`src/pkg/periph_pkg.sv`:
```
// shared constants and carrier types for the peripheral register framework
`default_nettype none

package periph_pkg;

  // ------------------------------------------------------------------
  // sizes
  // ------------------------------------------------------------------
  localparam int ADDR_W = 32;
  localparam int DATA_W = 32;
  localparam int OFS_W = 12;
  localparam int ID_W = 5;
  localparam int N_TASK = 4;
  localparam int N_EVT = 4;
  localparam int WORD_LSB = 2;

  // ------------------------------------------------------------------
  // address window and identifier
  // ------------------------------------------------------------------
  localparam logic [31:0] WIN_BYTES = 32'h0000_1000;
  localparam logic [31:0] ID0_BASE = 32'h4000_0000;
  localparam logic [31:0] DEF_BASE = 32'h4000_0000;

  // ------------------------------------------------------------------
  // register offsets inside the window
  // ------------------------------------------------------------------
  localparam logic [11:0] OFS_TASK = 12'h000;
  localparam logic [11:0] OFS_EVENT = 12'h100;
  localparam logic [11:0] OFS_SHORTS = 12'h200;
  localparam logic [11:0] OFS_INTERRUPT_ENABLE_REG = 12'h300;
  localparam logic [11:0] OFS_INTERRUPT_ENABLE_REG_SET = 12'h304;
  localparam logic [11:0] OFS_INTERRUPT_ENABLE_REG_CLR = 12'h308;
  localparam logic [11:0] OFS_ENABLE = 12'h500;

  // ------------------------------------------------------------------
  // fields and reset values
  // ------------------------------------------------------------------
  localparam int TRIG_BIT = 0;
  localparam int ENABLE_BIT = 0;
  localparam logic [N_EVT-1:0] INTERRUPT_ENABLE_REG_RST = 4'h0;
  localparam logic [N_TASK-1:0] SHORTS_RST = 4'h0;
  localparam logic [31:0] ZERO_WORD = 32'h0000_0000;
  localparam int CLR_LAT_MAX = 4;

  typedef struct packed {
    logic wr;
    logic rd;
    logic [ADDR_W-1:0] addr;
    logic [DATA_W-1:0] wdata;
  } bus_req_t;

endpackage

`default_nettype wire

```
`src/logic/peripheral_task_event_interface.sv`:
```
// task, event, shortcut and interrupt register framework of one peripheral
`default_nettype none

module peripheral_task_event_interface
  import periph_pkg::*;
#(
  parameter logic [31:0] BASE_ADDR = DEF_BASE
) (
  input wire logic REF_CLK,
  input wire logic NRST,
  input wire bus_req_t BUS_REQ,
  output logic [DATA_W-1:0] RDATA,
  input wire logic [N_TASK-1:0] TASK_IN,
  input wire logic [N_EVT-1:0] EVENT_IN,
  output logic [N_TASK-1:0] TASK_PULSE,
  output logic [N_EVT-1:0] EVENT_PULSE,
  output logic IRQ,
  output logic ENABLED,
  output logic [ID_W-1:0] PERIPH_ID
);

  // ------------------------------------------------------------------
  // decode helpers
  // ------------------------------------------------------------------

  // true when ofs is an aligned word inside a group of n registers
  function automatic logic in_group(
    input logic [OFS_W-1:0] ofs,
    input logic [OFS_W-1:0] base,
    input int n
  );
    logic [OFS_W-1:0] top;
    top = base + OFS_W'(n << WORD_LSB);
    in_group = (ofs >= base) && (ofs < top)
      && (ofs[WORD_LSB-1:0] == 2'h0);
  endfunction

  // one-hot of the register selected inside a group
  function automatic logic [N_TASK-1:0] group_hot(
    input logic [OFS_W-1:0] ofs,
    input logic [OFS_W-1:0] base
  );
    logic [OFS_W-1:0] diff;
    diff = ofs - base;
    group_hot = N_TASK'(1) << diff[WORD_LSB+1:WORD_LSB];
  endfunction

  // ------------------------------------------------------------------
  // state
  // ------------------------------------------------------------------
  logic enable_reg;
  logic [N_EVT-1:0] event_reg;
  logic [N_EVT-1:0] interrupt_enable_reg_reg;
  logic [N_TASK-1:0] shorts_reg;
  logic [N_TASK-1:0] task_in_q;
  logic [N_EVT-1:0] event_in_q;

  // ------------------------------------------------------------------
  // bus decode
  // ------------------------------------------------------------------
  logic hit;
  logic [OFS_W-1:0] ofs;
  logic wr_hit;
  logic rd_hit;
  logic task_sel;
  logic event_sel;
  logic [N_TASK-1:0] sel_hot;

  // only the window bits take part; the low 12 bits pick the word
  assign hit = BUS_REQ.addr[ADDR_W-1:OFS_W] == BASE_ADDR[ADDR_W-1:OFS_W];
  assign ofs = BUS_REQ.addr[OFS_W-1:0];
  assign wr_hit = BUS_REQ.wr && hit;
  assign rd_hit = BUS_REQ.rd && hit;
  assign task_sel = in_group(ofs, OFS_TASK, N_TASK);
  assign event_sel = in_group(ofs, OFS_EVENT, N_EVT);
  assign sel_hot = group_hot(ofs, event_sel ? OFS_EVENT : OFS_TASK);

  // ------------------------------------------------------------------
  // task and event triggers
  // ------------------------------------------------------------------
  logic [N_TASK-1:0] task_wr;
  logic [N_TASK-1:0] task_tog;
  logic [N_EVT-1:0] evt_gen;
  logic [N_TASK-1:0] short_trig;
  logic [N_TASK-1:0] task_fire;
  logic [N_EVT-1:0] evt_clr;

  // a written zero is no trigger at all
  assign task_wr = (wr_hit && task_sel && BUS_REQ.wdata[TRIG_BIT])
    ? sel_hot : '0;
  assign task_tog = TASK_IN ^ task_in_q;

  // disabled peripheral swallows its event toggles
  assign evt_gen = (EVENT_IN ^ event_in_q) & {N_EVT{enable_reg}};

  // pairing is wired: shortcut k links event k to task k
  assign short_trig = evt_gen & shorts_reg;

  assign task_fire = (task_wr | task_tog | short_trig)
    & {N_TASK{enable_reg}};

  assign evt_clr = (wr_hit && event_sel
    && BUS_REQ.wdata == ZERO_WORD) ? sel_hot : '0;

  // ------------------------------------------------------------------
  // toggle detectors
  // ------------------------------------------------------------------
  always_ff @(posedge REF_CLK or negedge NRST) begin
    if (!NRST) begin
      task_in_q <= '0;
      event_in_q <= '0;
    end else begin
      task_in_q <= TASK_IN;
      event_in_q <= EVENT_IN;
    end
  end

  // ------------------------------------------------------------------
  // task and event pulses
  // ------------------------------------------------------------------

  // the shortcut reaches the task in the same cycle as the event pulse, ahead of
  // any loop through the external interconnect
  always_ff @(posedge REF_CLK or negedge NRST) begin
    if (!NRST) begin
      TASK_PULSE <= '0;
    end else begin
      TASK_PULSE <= task_fire;
    end
  end

  always_ff @(posedge REF_CLK or negedge NRST) begin
    if (!NRST) begin
      EVENT_PULSE <= '0;
    end else begin
      EVENT_PULSE <= evt_gen;
    end
  end

  // ------------------------------------------------------------------
  // event registers
  // ------------------------------------------------------------------

  // a new event in the clearing cycle wins, so it is never lost
  always_ff @(posedge REF_CLK or negedge NRST) begin
    if (!NRST) begin
      event_reg <= '0;
    end else begin
      event_reg <= (event_reg & ~evt_clr) | evt_gen;
    end
  end

  // ------------------------------------------------------------------
  // configuration registers
  // ------------------------------------------------------------------
  always_ff @(posedge REF_CLK or negedge NRST) begin
    if (!NRST) begin
      enable_reg <= 1'b0;
    end else if (wr_hit && ofs == OFS_ENABLE) begin
      enable_reg <= BUS_REQ.wdata[ENABLE_BIT];
    end
  end

  always_ff @(posedge REF_CLK or negedge NRST) begin
    if (!NRST) begin
      shorts_reg <= SHORTS_RST;
    end else if (wr_hit && ofs == OFS_SHORTS) begin
      shorts_reg <= BUS_REQ.wdata[N_TASK-1:0];
    end
  end

  // main, set alias and clear alias sit on three adjacent words
  always_ff @(posedge REF_CLK or negedge NRST) begin
    if (!NRST) begin
      interrupt_enable_reg_reg <= INTERRUPT_ENABLE_REG_RST;
    end else if (wr_hit) begin
      unique case (ofs)
        OFS_INTERRUPT_ENABLE_REG: begin
          interrupt_enable_reg_reg <= BUS_REQ.wdata[N_EVT-1:0];
        end
        OFS_INTERRUPT_ENABLE_REG_SET: begin
          interrupt_enable_reg_reg <= interrupt_enable_reg_reg | BUS_REQ.wdata[N_EVT-1:0];
        end
        OFS_INTERRUPT_ENABLE_REG_CLR: begin
          interrupt_enable_reg_reg <= interrupt_enable_reg_reg & ~BUS_REQ.wdata[N_EVT-1:0];
        end
        default: begin
          interrupt_enable_reg_reg <= interrupt_enable_reg_reg;
        end
      endcase
    end
  end

  // ------------------------------------------------------------------
  // read path
  // ------------------------------------------------------------------
  logic [DATA_W-1:0] rd_next;
  logic [N_EVT-1:0] evt_bit;

  assign evt_bit = event_reg & sel_hot;

  // task words and unmapped words read as zero
  always_comb begin
    rd_next = ZERO_WORD;
    if (rd_hit) begin
      if (event_sel) begin
        rd_next = DATA_W'(|evt_bit);
      end else if (ofs == OFS_SHORTS) begin
        rd_next = DATA_W'(shorts_reg);
      end else if (ofs == OFS_INTERRUPT_ENABLE_REG || ofs == OFS_INTERRUPT_ENABLE_REG_SET
          || ofs == OFS_INTERRUPT_ENABLE_REG_CLR) begin
        rd_next = DATA_W'(interrupt_enable_reg_reg);
      end else if (ofs == OFS_ENABLE) begin
        rd_next = DATA_W'(enable_reg);
      end
    end
  end

  // data stand for the one cycle after the strobe only
  always_ff @(posedge REF_CLK or negedge NRST) begin
    if (!NRST) begin
      RDATA <= ZERO_WORD;
    end else begin
      RDATA <= rd_next;
    end
  end

  // ------------------------------------------------------------------
  // interrupt, status and identifier
  // ------------------------------------------------------------------
  logic irq_pend;

  // each event is gated by its own enable bit into the one line
  assign irq_pend = |(event_reg & interrupt_enable_reg_reg);

  // one register stage keeps the drop well inside the four cycles
  always_ff @(posedge REF_CLK or negedge NRST) begin
    if (!NRST) begin
      IRQ <= 1'b0;
    end else begin
      IRQ <= irq_pend;
    end
  end

  always_ff @(posedge REF_CLK or negedge NRST) begin
    if (!NRST) begin
      ENABLED <= 1'b0;
    end else begin
      ENABLED <= enable_reg;
    end
  end

  logic [31:0] id_span;

  assign id_span = (BASE_ADDR - ID0_BASE) / WIN_BYTES;

  // reset to zero, then loaded from the base on every edge
  always_ff @(posedge REF_CLK or negedge NRST) begin
    if (!NRST) begin
      PERIPH_ID <= '0;
    end else begin
      PERIPH_ID <= id_span[ID_W-1:0];
    end
  end
endmodule

`default_nettype wire

```
`config.mk`:
```
export PLATFORM = sky130hd
export DESIGN_NAME = peripheral_task_event_interface
export DESIGN_NICKNAME = d
export VERILOG_FILES = /design/src/pkg/periph_pkg.sv /design/src/logic/peripheral_task_event_interface.sv
export SDC_FILE = /design/constraint.sdc
export NUM_CORES = 1
export LEC_CHECK = 0
export BUFFER_PORTS_ARGS = -buffer_cell sky130_fd_sc_hd__buf_4
export CAP_MARGIN = 20
export CORE_AREA = 2 2 71 73
export CTS_BUF_LIST = sky130_fd_sc_hd__clkbuf_8
export CTS_CLUSTER_DIAMETER = 60
export CTS_CLUSTER_SIZE = 28
export DETAILED_ROUTE_END_ITERATION = 8
export DIE_AREA = 0 0 73 75
export GPL_TIMING_DRIVEN = 0
export PLACE_DENSITY_LB_ADDON = 0.05
export RECOVER_POWER = 100
export SLEW_MARGIN = 25
export SYNTH_ARGS = -nofsm -noshare
export SYNTH_HDL_FRONTEND = slang
export SYNTH_SLANG_ARGS = --single-unit
```
`constraint.sdc`:
```
create_clock -name REF_CLK -period 1.95 [get_ports REF_CLK]
set_input_delay 0.195 -clock REF_CLK [delete_from_list [all_inputs] [get_ports REF_CLK]]
set_output_delay 0.195 -clock REF_CLK [all_outputs]
set_load 0.03 [all_outputs]
```
Yosys cells after proc, flatten, opt, wreduce, memory -nomap -nowiden
Index checks and enable logic that the tools add are counted.
{"block": "word_totals", "reg_bits": 63, "inputBits": 76, "elab_cells": 66}
{"block": "op_classes", "add_sub_neg": 1, "order_cmp": 4, "eq_ne": 6, "shifts": 1, "n_mux": 8, "n_bitwise": 15, "n_reduce_logical": 20}
{"cell": "2-to-1 mux 32 bit", "count": 2}
{"cell": "equality test 12 x 10 -> 1 bit, second input constant", "count": 4}
{"cell": "zero test 32 bit", "count": 1}
{"cell": "bitwise AND 4 bit", "count": 7}
{"cell": "equality test 20 x 19 -> 1 bit, second input constant", "count": 1}
{"cell": "2-to-1 mux 4 bit", "count": 4}
{"cell": "bitwise OR 4 bit", "count": 4}
{"cell": "equality test 12 x 11 -> 1 bit, second input constant", "count": 1}
{"cell": "greater-or-equal comparator 12 x 1 -> 1 bit, second input constant", "count": 1}
{"cell": "greater-or-equal comparator 12 x 9 -> 1 bit, second input constant", "count": 1}
{"cell": "logical AND 1 bit", "count": 12}
{"cell": "< comparator 12 x 5 -> 1 bit, second input constant", "count": 1}
{"cell": "< comparator 12 x 9 -> 1 bit, second input constant", "count": 1}
{"cell": "case mux 4 bit (3 select lines)", "count": 1}
{"cell": "inverter 4 bit", "count": 2}
{"cell": "OR reduction 4 bit", "count": 2}
{"cell": "XOR 4 bit", "count": 2}
{"cell": "<< shifter 1 x 2 -> 4 bit, first input constant", "count": 1}
{"cell": "subtractor 4 bit, second input constant", "count": 1}
{"cell": "nonzero test 3 bit", "count": 1}
{"cell": "zero test 2 bit", "count": 1}
{"cell": "logical OR 1 bit", "count": 2}
{"cell": "AND reduction 2 bit", "count": 1}
{"cell": "2-to-1 mux 1 bit", "count": 1}

Logic depth before layout (Yosys ltp)
{"block": "logic_depth", "ltp_word": 9, "ltp_mapped": 5, "mapped_depth_nobuf": 5}

Worst setup path after synthesis
OpenSTA, ideal clock, no wires.
{"block": "synth_path", "path_kind": "input-to-reg", "startpoint": "in BUS_REQ[32] (netlist bit)", "endpoint": "reg shorts_reg[1]", "setup_ns": 0.125, "t_arrival_ns": 1.652, "required_time_ns": 1.825, "slack_ns": 0.173, "cell_stages": 4, "path_buffers": 0, "path_cell_list": "or4_4 > nor4_4 > nand4_4 > mux2_4"}
{"block": "synth_via", "elab_chain_cells": 2}
{"item": "start, declared", "line_no": "peripheral_task_event_interface.sv:11", "source": "input wire bus_req_t BUS_REQ,"}
{"item": "equality test 12 x 10 -> 1 bit", "line_no": "peripheral_task_event_interface.sv:167", "source": "end else if (wr_hit && ofs == OFS_SHORTS) begin"}
{"item": "logical AND 1 bit", "line_no": "peripheral_task_event_interface.sv:167"}
{"item": "end signal, assigned", "line_no": "peripheral_task_event_interface.sv:168", "source": "shorts_reg <= BUS_REQ.wdata[N_TASK-1:0];"}
{"item": "end, declared", "line_no": "peripheral_task_event_interface.sv:54", "source": "logic [N_TASK-1:0] shorts_reg;"}
No other way between the ends.
A chain may end at the register's enable or synchronous reset.

Final worst setup path
{"block": "layout_path", "startpoint": "reg enable_reg", "endpoint": "reg RDATA[0]"}
{"block": "layout_via", "elab_chain_cells": 5}
{"item": "start, declared", "line_no": "peripheral_task_event_interface.sv:51", "source": "logic enable_reg;"}
{"item": "start signal, assigned", "line_no": "peripheral_task_event_interface.sv:160", "source": "enable_reg <= BUS_REQ.wdata[ENABLE_BIT];"}
{"item": "2-to-1 mux 1 bit", "line_no": "peripheral_task_event_interface.sv:213", "source": "end else if (ofs == OFS_ENABLE) begin"}
{"item": "2-to-1 mux 4 bit", "line_no": "peripheral_task_event_interface.sv:210", "source": "end else if (ofs == OFS_INTERRUPT_ENABLE_REG || ofs == OFS_INTERRUPT_ENABLE_REG_SET"}
{"item": "2-to-1 mux 4 bit", "line_no": "peripheral_task_event_interface.sv:208", "source": "end else if (ofs == OFS_SHORTS) begin"}
{"item": "2-to-1 mux 32 bit", "line_no": "peripheral_task_event_interface.sv:206", "source": "if (event_sel) begin"}
{"item": "2-to-1 mux 32 bit", "line_no": "peripheral_task_event_interface.sv:205", "source": "if (rd_hit) begin"}
{"item": "named net rd_next[0]", "line_no": "peripheral_task_event_interface.sv:197", "source": "logic [DATA_W-1:0] rd_next;"}
{"item": "end signal, assigned", "line_no": "peripheral_task_event_interface.sv:224", "source": "RDATA <= rd_next;"}
{"item": "end, declared", "line_no": "peripheral_task_event_interface.sv:12", "source": "output logic [DATA_W-1:0] RDATA,"}
The timed path passes the listed nets, and every way through them passes these cells.

==> results summary <==
After floorplanning, the core was divided into 25 placement rows. The number of search-and-repair iterations in the first detailed-routing pass is 4. The count of synthesis-stage warnings from yosys is 0. Setup repair after global routing left no endpoint under its margin. The maximum number of pins on one net before global-route repair came out at 36.

The final hold slack is 45.5 ps. The number of enable flip-flop cells after synthesis came out at 0. The start point of the worst min-delay path is EVENT_IN[2]. The via count of the first global-routing pass is 1,757.

The placer's final routability congestion estimate came out at 0.834. The time the final worst path needs with I/O delays and setup is 1820 ps. Once detail routing completed, the nets flagged for antenna violations numbered 0.

The type of element launching the critical path is a register. The maximum VDD drop is 284 µV. The endpoint of the worst hold-timing path is event_in_q[2]. Data on the critical path arrives at its endpoint at 2020 ps. The number of CTS-inserted buffers came out at 5. The clock network fraction of design power is 34.0%. The overall fraction of global-route tracks in use came out at 19.2%.

The number of antenna repair diodes came out at 0. The number of buffers and inverters on the critical path is 0. In the routed layout, each cell is associated on average with a via count of 4.99. Once layout is complete, the utilization of the core stands at 62.8%. The number of cells in the design after placement is 375.

The number of library cell types mapped by synthesis is 44. The maximum achievable frequency is 549 MHz. The H-tree depth is 2. The maximum single-stage delay on the critical path is 470 ps. The maximum clock skew at final layout came out at 3.82 ps. After the last flow step, the layout net total stands at 405. The number of design rule violations left after detail routing is 0. The number of standard cells after synthesis came out at 200. The first global-routing pass estimated 8010 µm of wire.

The number of port buffers came out at 89. The area inside the core boundary is 4660 µm². The number of DRC markers in iteration 0 came out at 99. The worst register-to-register path ends at RDATA[0]. The overall via count from detail_route came out at 1,918. STA puts the critical path data required time at 2150 ps.

The kind of cell adding the most delay to the critical path is compound AO/OA/AOI/OAI gates. Of all nets on the critical path, the largest fanout is 11. The clock passes through at most 2 buffers. The reported leakage power came out at 0.00148 µW.

The largest total area in the synthesized netlist belongs to sky130_fd_sc_hd__dfrtp_1. The overall power of the completed layout is 1620 µW. The width of the die is 73 µm. The count of cells in the finished layout, fillers not included, comes to 384. The run finished with clean final reports. At the pin with the least slew margin, the transition time is 836 ps. The boundary pin count came out at 123. Sequential cells account for 45.5% of the total power. Averaged over all synthesized cells, the footprint is 10.2 µm². In this run the vertical extent of the chip is 75 µm. The final hold violation count is 0. The worst slew margin relative to its limit is 43.7%. The post-synthesis register bit count is 35. In the post-synthesis netlist, the biggest area contributors are sky130_fd_sc_hd__dfrtp_1, sky130_fd_sc_hd__buf_4, sky130_fd_sc_hd__nor4_1.

Across all register-to-register paths, the minimum setup slack is 130 ps. The synthesis-to-layout area growth is 43.3%. The cell sitting at the root of the clock tree is a sky130_fd_sc_hd__clkbuf_8.

The critical path goes through or3b_2 -> a2111oi_0 -> o21ai_0 -> a21oi_1. The most used flip-flop cell after synthesis is sky130_fd_sc_hd__dfrtp_1. Sequential cells were found to cover 42.8% of the synthesized design area. The number of antenna violations at the first check in global routing is 0. The net switching fraction of the power is 25.5%. The depth of the most critical reg-to-reg path came out at 4.

The area of the die is 5480 µm². After clock tree synthesis, the clock-pin slew on the worst setup and hold paths is 60 ps. Of the total power, combinational logic draws 20.6%. The post-detailed-placement half-perimeter wirelength came out at 4240 µm. The portion of the clock cycle consumed by the worst path in the final layout is 93.4%. The effective utilization at floorplan came out at 43.9%. The max-slew violation count came out at 0. The worst setup path is captured at a register. The power density over the cells is 554 nW/µm². The clock sink count is 35.

In the synthesized netlist the async set-or-reset flop fraction comes to 100%. The number of stages on the worst setup path is 4. The fraction of layout cells with a size suffix above 1 came out at 36.7%. The worst register-to-register path begins at enable_reg. The global route total overflow came out at 0. After synthesis, the largest area contributor takes up 42.8% of total cell area. On the critical path, the stage with the largest delay is an instance of sky130_fd_sc_hd__dfrtp_2. Internal power comes to 1210 µW.

TritonCTS built the clock tree. The clock network latency to the later pin of the worst-skew pair came out at 280 ps. The min-delay analysis places its worst path in the category input pin to register. Along the worst hold path, the cell count comes to 1. Setup violations remaining at the end of the flow were counted as 0.

The post-synthesis cell area came out at 2040 µm². The total length of routed wires is 5260 µm. The number of maximum-capacitance constraint violations came out at 0. The setup path with the least slack is of type register to register.

Summed over all nets, the switching power comes to 414 µW. The average wire length per cell after detail routing is 13.7 µm.
==> cells in the final DEF, fill, tap and decap left out, drive strengths merged, types with 2 or more instances in the layout <==
master,synthesis,routed
a32oi,3,3
a21oi,9,9
nand2,3,3
a21o,4,4
mux2,4,4
dfrtp,35,35
inv,9,10
xor2,8,8
a21boi,4,4
nor4,15,15
nor2b,2,2
nor4bb,2,2
and2,4,4
buf,34,98
or3b,3,3
a22oi,2,2
or4,3,3
clkbuf,3,35
nand3,5,5
nor2,11,11
nor3,5,5
conb,1,33
a41oi,3,3
nand4,9,9
and4,7,7
==> area by class of cell <==
cell class                 count  area (µm²)
buffer                        37         263
tap                           54        67.6
inverter                       9        33.8
fill                         421        1730
clock inverter                 1        3.75
sequential                    35         877
timing repair buffer          90         589
multi-input combinational    151         998
clock buffer                   7        96.3
==> how the worst max path moves through the flow <==
| stage | from | to | slack (ps) |
|---|---|---|---|
| 3_5_place_dp | BUS_REQ[32] | TASK_PULSE[2] | -170 |
| 4_1_cts | enable_reg | RDATA[0] | 90 |
| 5_1_grt | BUS_REQ[54] | shorts_reg[2] | 7 |
| 2_1_floorplan | BUS_REQ[32] | shorts_reg[1] | 170 |
| 6_report | enable_reg | RDATA[0] | 130 |
| 3_3_place_gp | BUS_REQ[32] | TASK_PULSE[3] | -180 |
==> cells by family (layout without fill, tap and decap cells) <==
kind of cell | after synthesis | after routing | share of synthesized area, %
and+or+nand+nor | 75 | 75 | 24.9
buffers and inverters | 46 | 144 | 14.5
DFF | 35 | 35 | 42.8
AOI/OAI and AO/OA | 29 | 29 | 9.79
xor gates and xnor gates | 8 | 8 | 3.43
muxes | 6 | 6 | 4.34
other | 1 | 33 | 0.183
==> through the flow <==
step / TNS (ps) / cell area (µm²) / worst slack (ps)
after floorplan: 0 / 2160 / 173
after global placement: -1060 / 2900 / -182
after detailed placement: -1020 / 2900 / -166
after CTS: 0 / 3010 / 86.9
after global routing: 0 / 2930 / 6.62
final: 0 / 2930 / 129
==> worst register-to-register path: stages, from the launching register on <==
cell	delay, ps
sky130_fd_sc_hd__dfrtp_2	470
sky130_fd_sc_hd__or3b_2	450
sky130_fd_sc_hd__a2111oi_0	430
sky130_fd_sc_hd__o21ai_0	170
sky130_fd_sc_hd__a21oi_1	210
==> metal layers <==
metal	GRT usage, %	wire [µm]	vias up
met5	0	0	-
met4	8.23	74	0
met3	4.42	413	6
met2	32.3	2640	86
met1	23.6	2140	897
li1	-	-	929
==> power groups by stage <==
stage          Clock [µW]  Combinational [µW]  Sequential [µW]
6_report              551                 334              739
5_1_grt               596                 363              739
4_1_cts               569                 339              738
3_5_place_dp            0                 337              752
3_3_place_gp            0                 334              752
2_1_floorplan           0                 183              751
==> timing repair <==
item / in CTS / in global routing
setup endpoints to repair: 1 / 1
hold buffers: 1 / 0
endpoints found under the hold margin: 35 / 0
resized for setup: 1 / 1
cloned: 0 / 0
setup buffers: 0 / 0
==> cell usage after synthesis, types with 2 or more instances <==
cell                        n
sky130_fd_sc_hd__a32oi_1    3
sky130_fd_sc_hd__a21oi_1    9
sky130_fd_sc_hd__nor4bb_1   2
sky130_fd_sc_hd__mux2_4     3
sky130_fd_sc_hd__nor2b_1    2
sky130_fd_sc_hd__a21boi_0   4
sky130_fd_sc_hd__dfrtp_1   35
sky130_fd_sc_hd__and4_1     7
sky130_fd_sc_hd__a21o_1     4
sky130_fd_sc_hd__and2_1     3
sky130_fd_sc_hd__or3b_2     3
sky130_fd_sc_hd__or4_1      2
sky130_fd_sc_hd__inv_1      9
sky130_fd_sc_hd__nor4_1    14
sky130_fd_sc_hd__clkbuf_1   3
sky130_fd_sc_hd__xor2_1     8
sky130_fd_sc_hd__nor2_1    11
sky130_fd_sc_hd__nand4_1    8
sky130_fd_sc_hd__nand2_1    3
sky130_fd_sc_hd__nand3_1    5
sky130_fd_sc_hd__buf_4     33
sky130_fd_sc_hd__a22oi_1    2
sky130_fd_sc_hd__nor3_1     4
sky130_fd_sc_hd__a41oi_1    3
No activity file was read; power rests on OpenSTA's default activity.
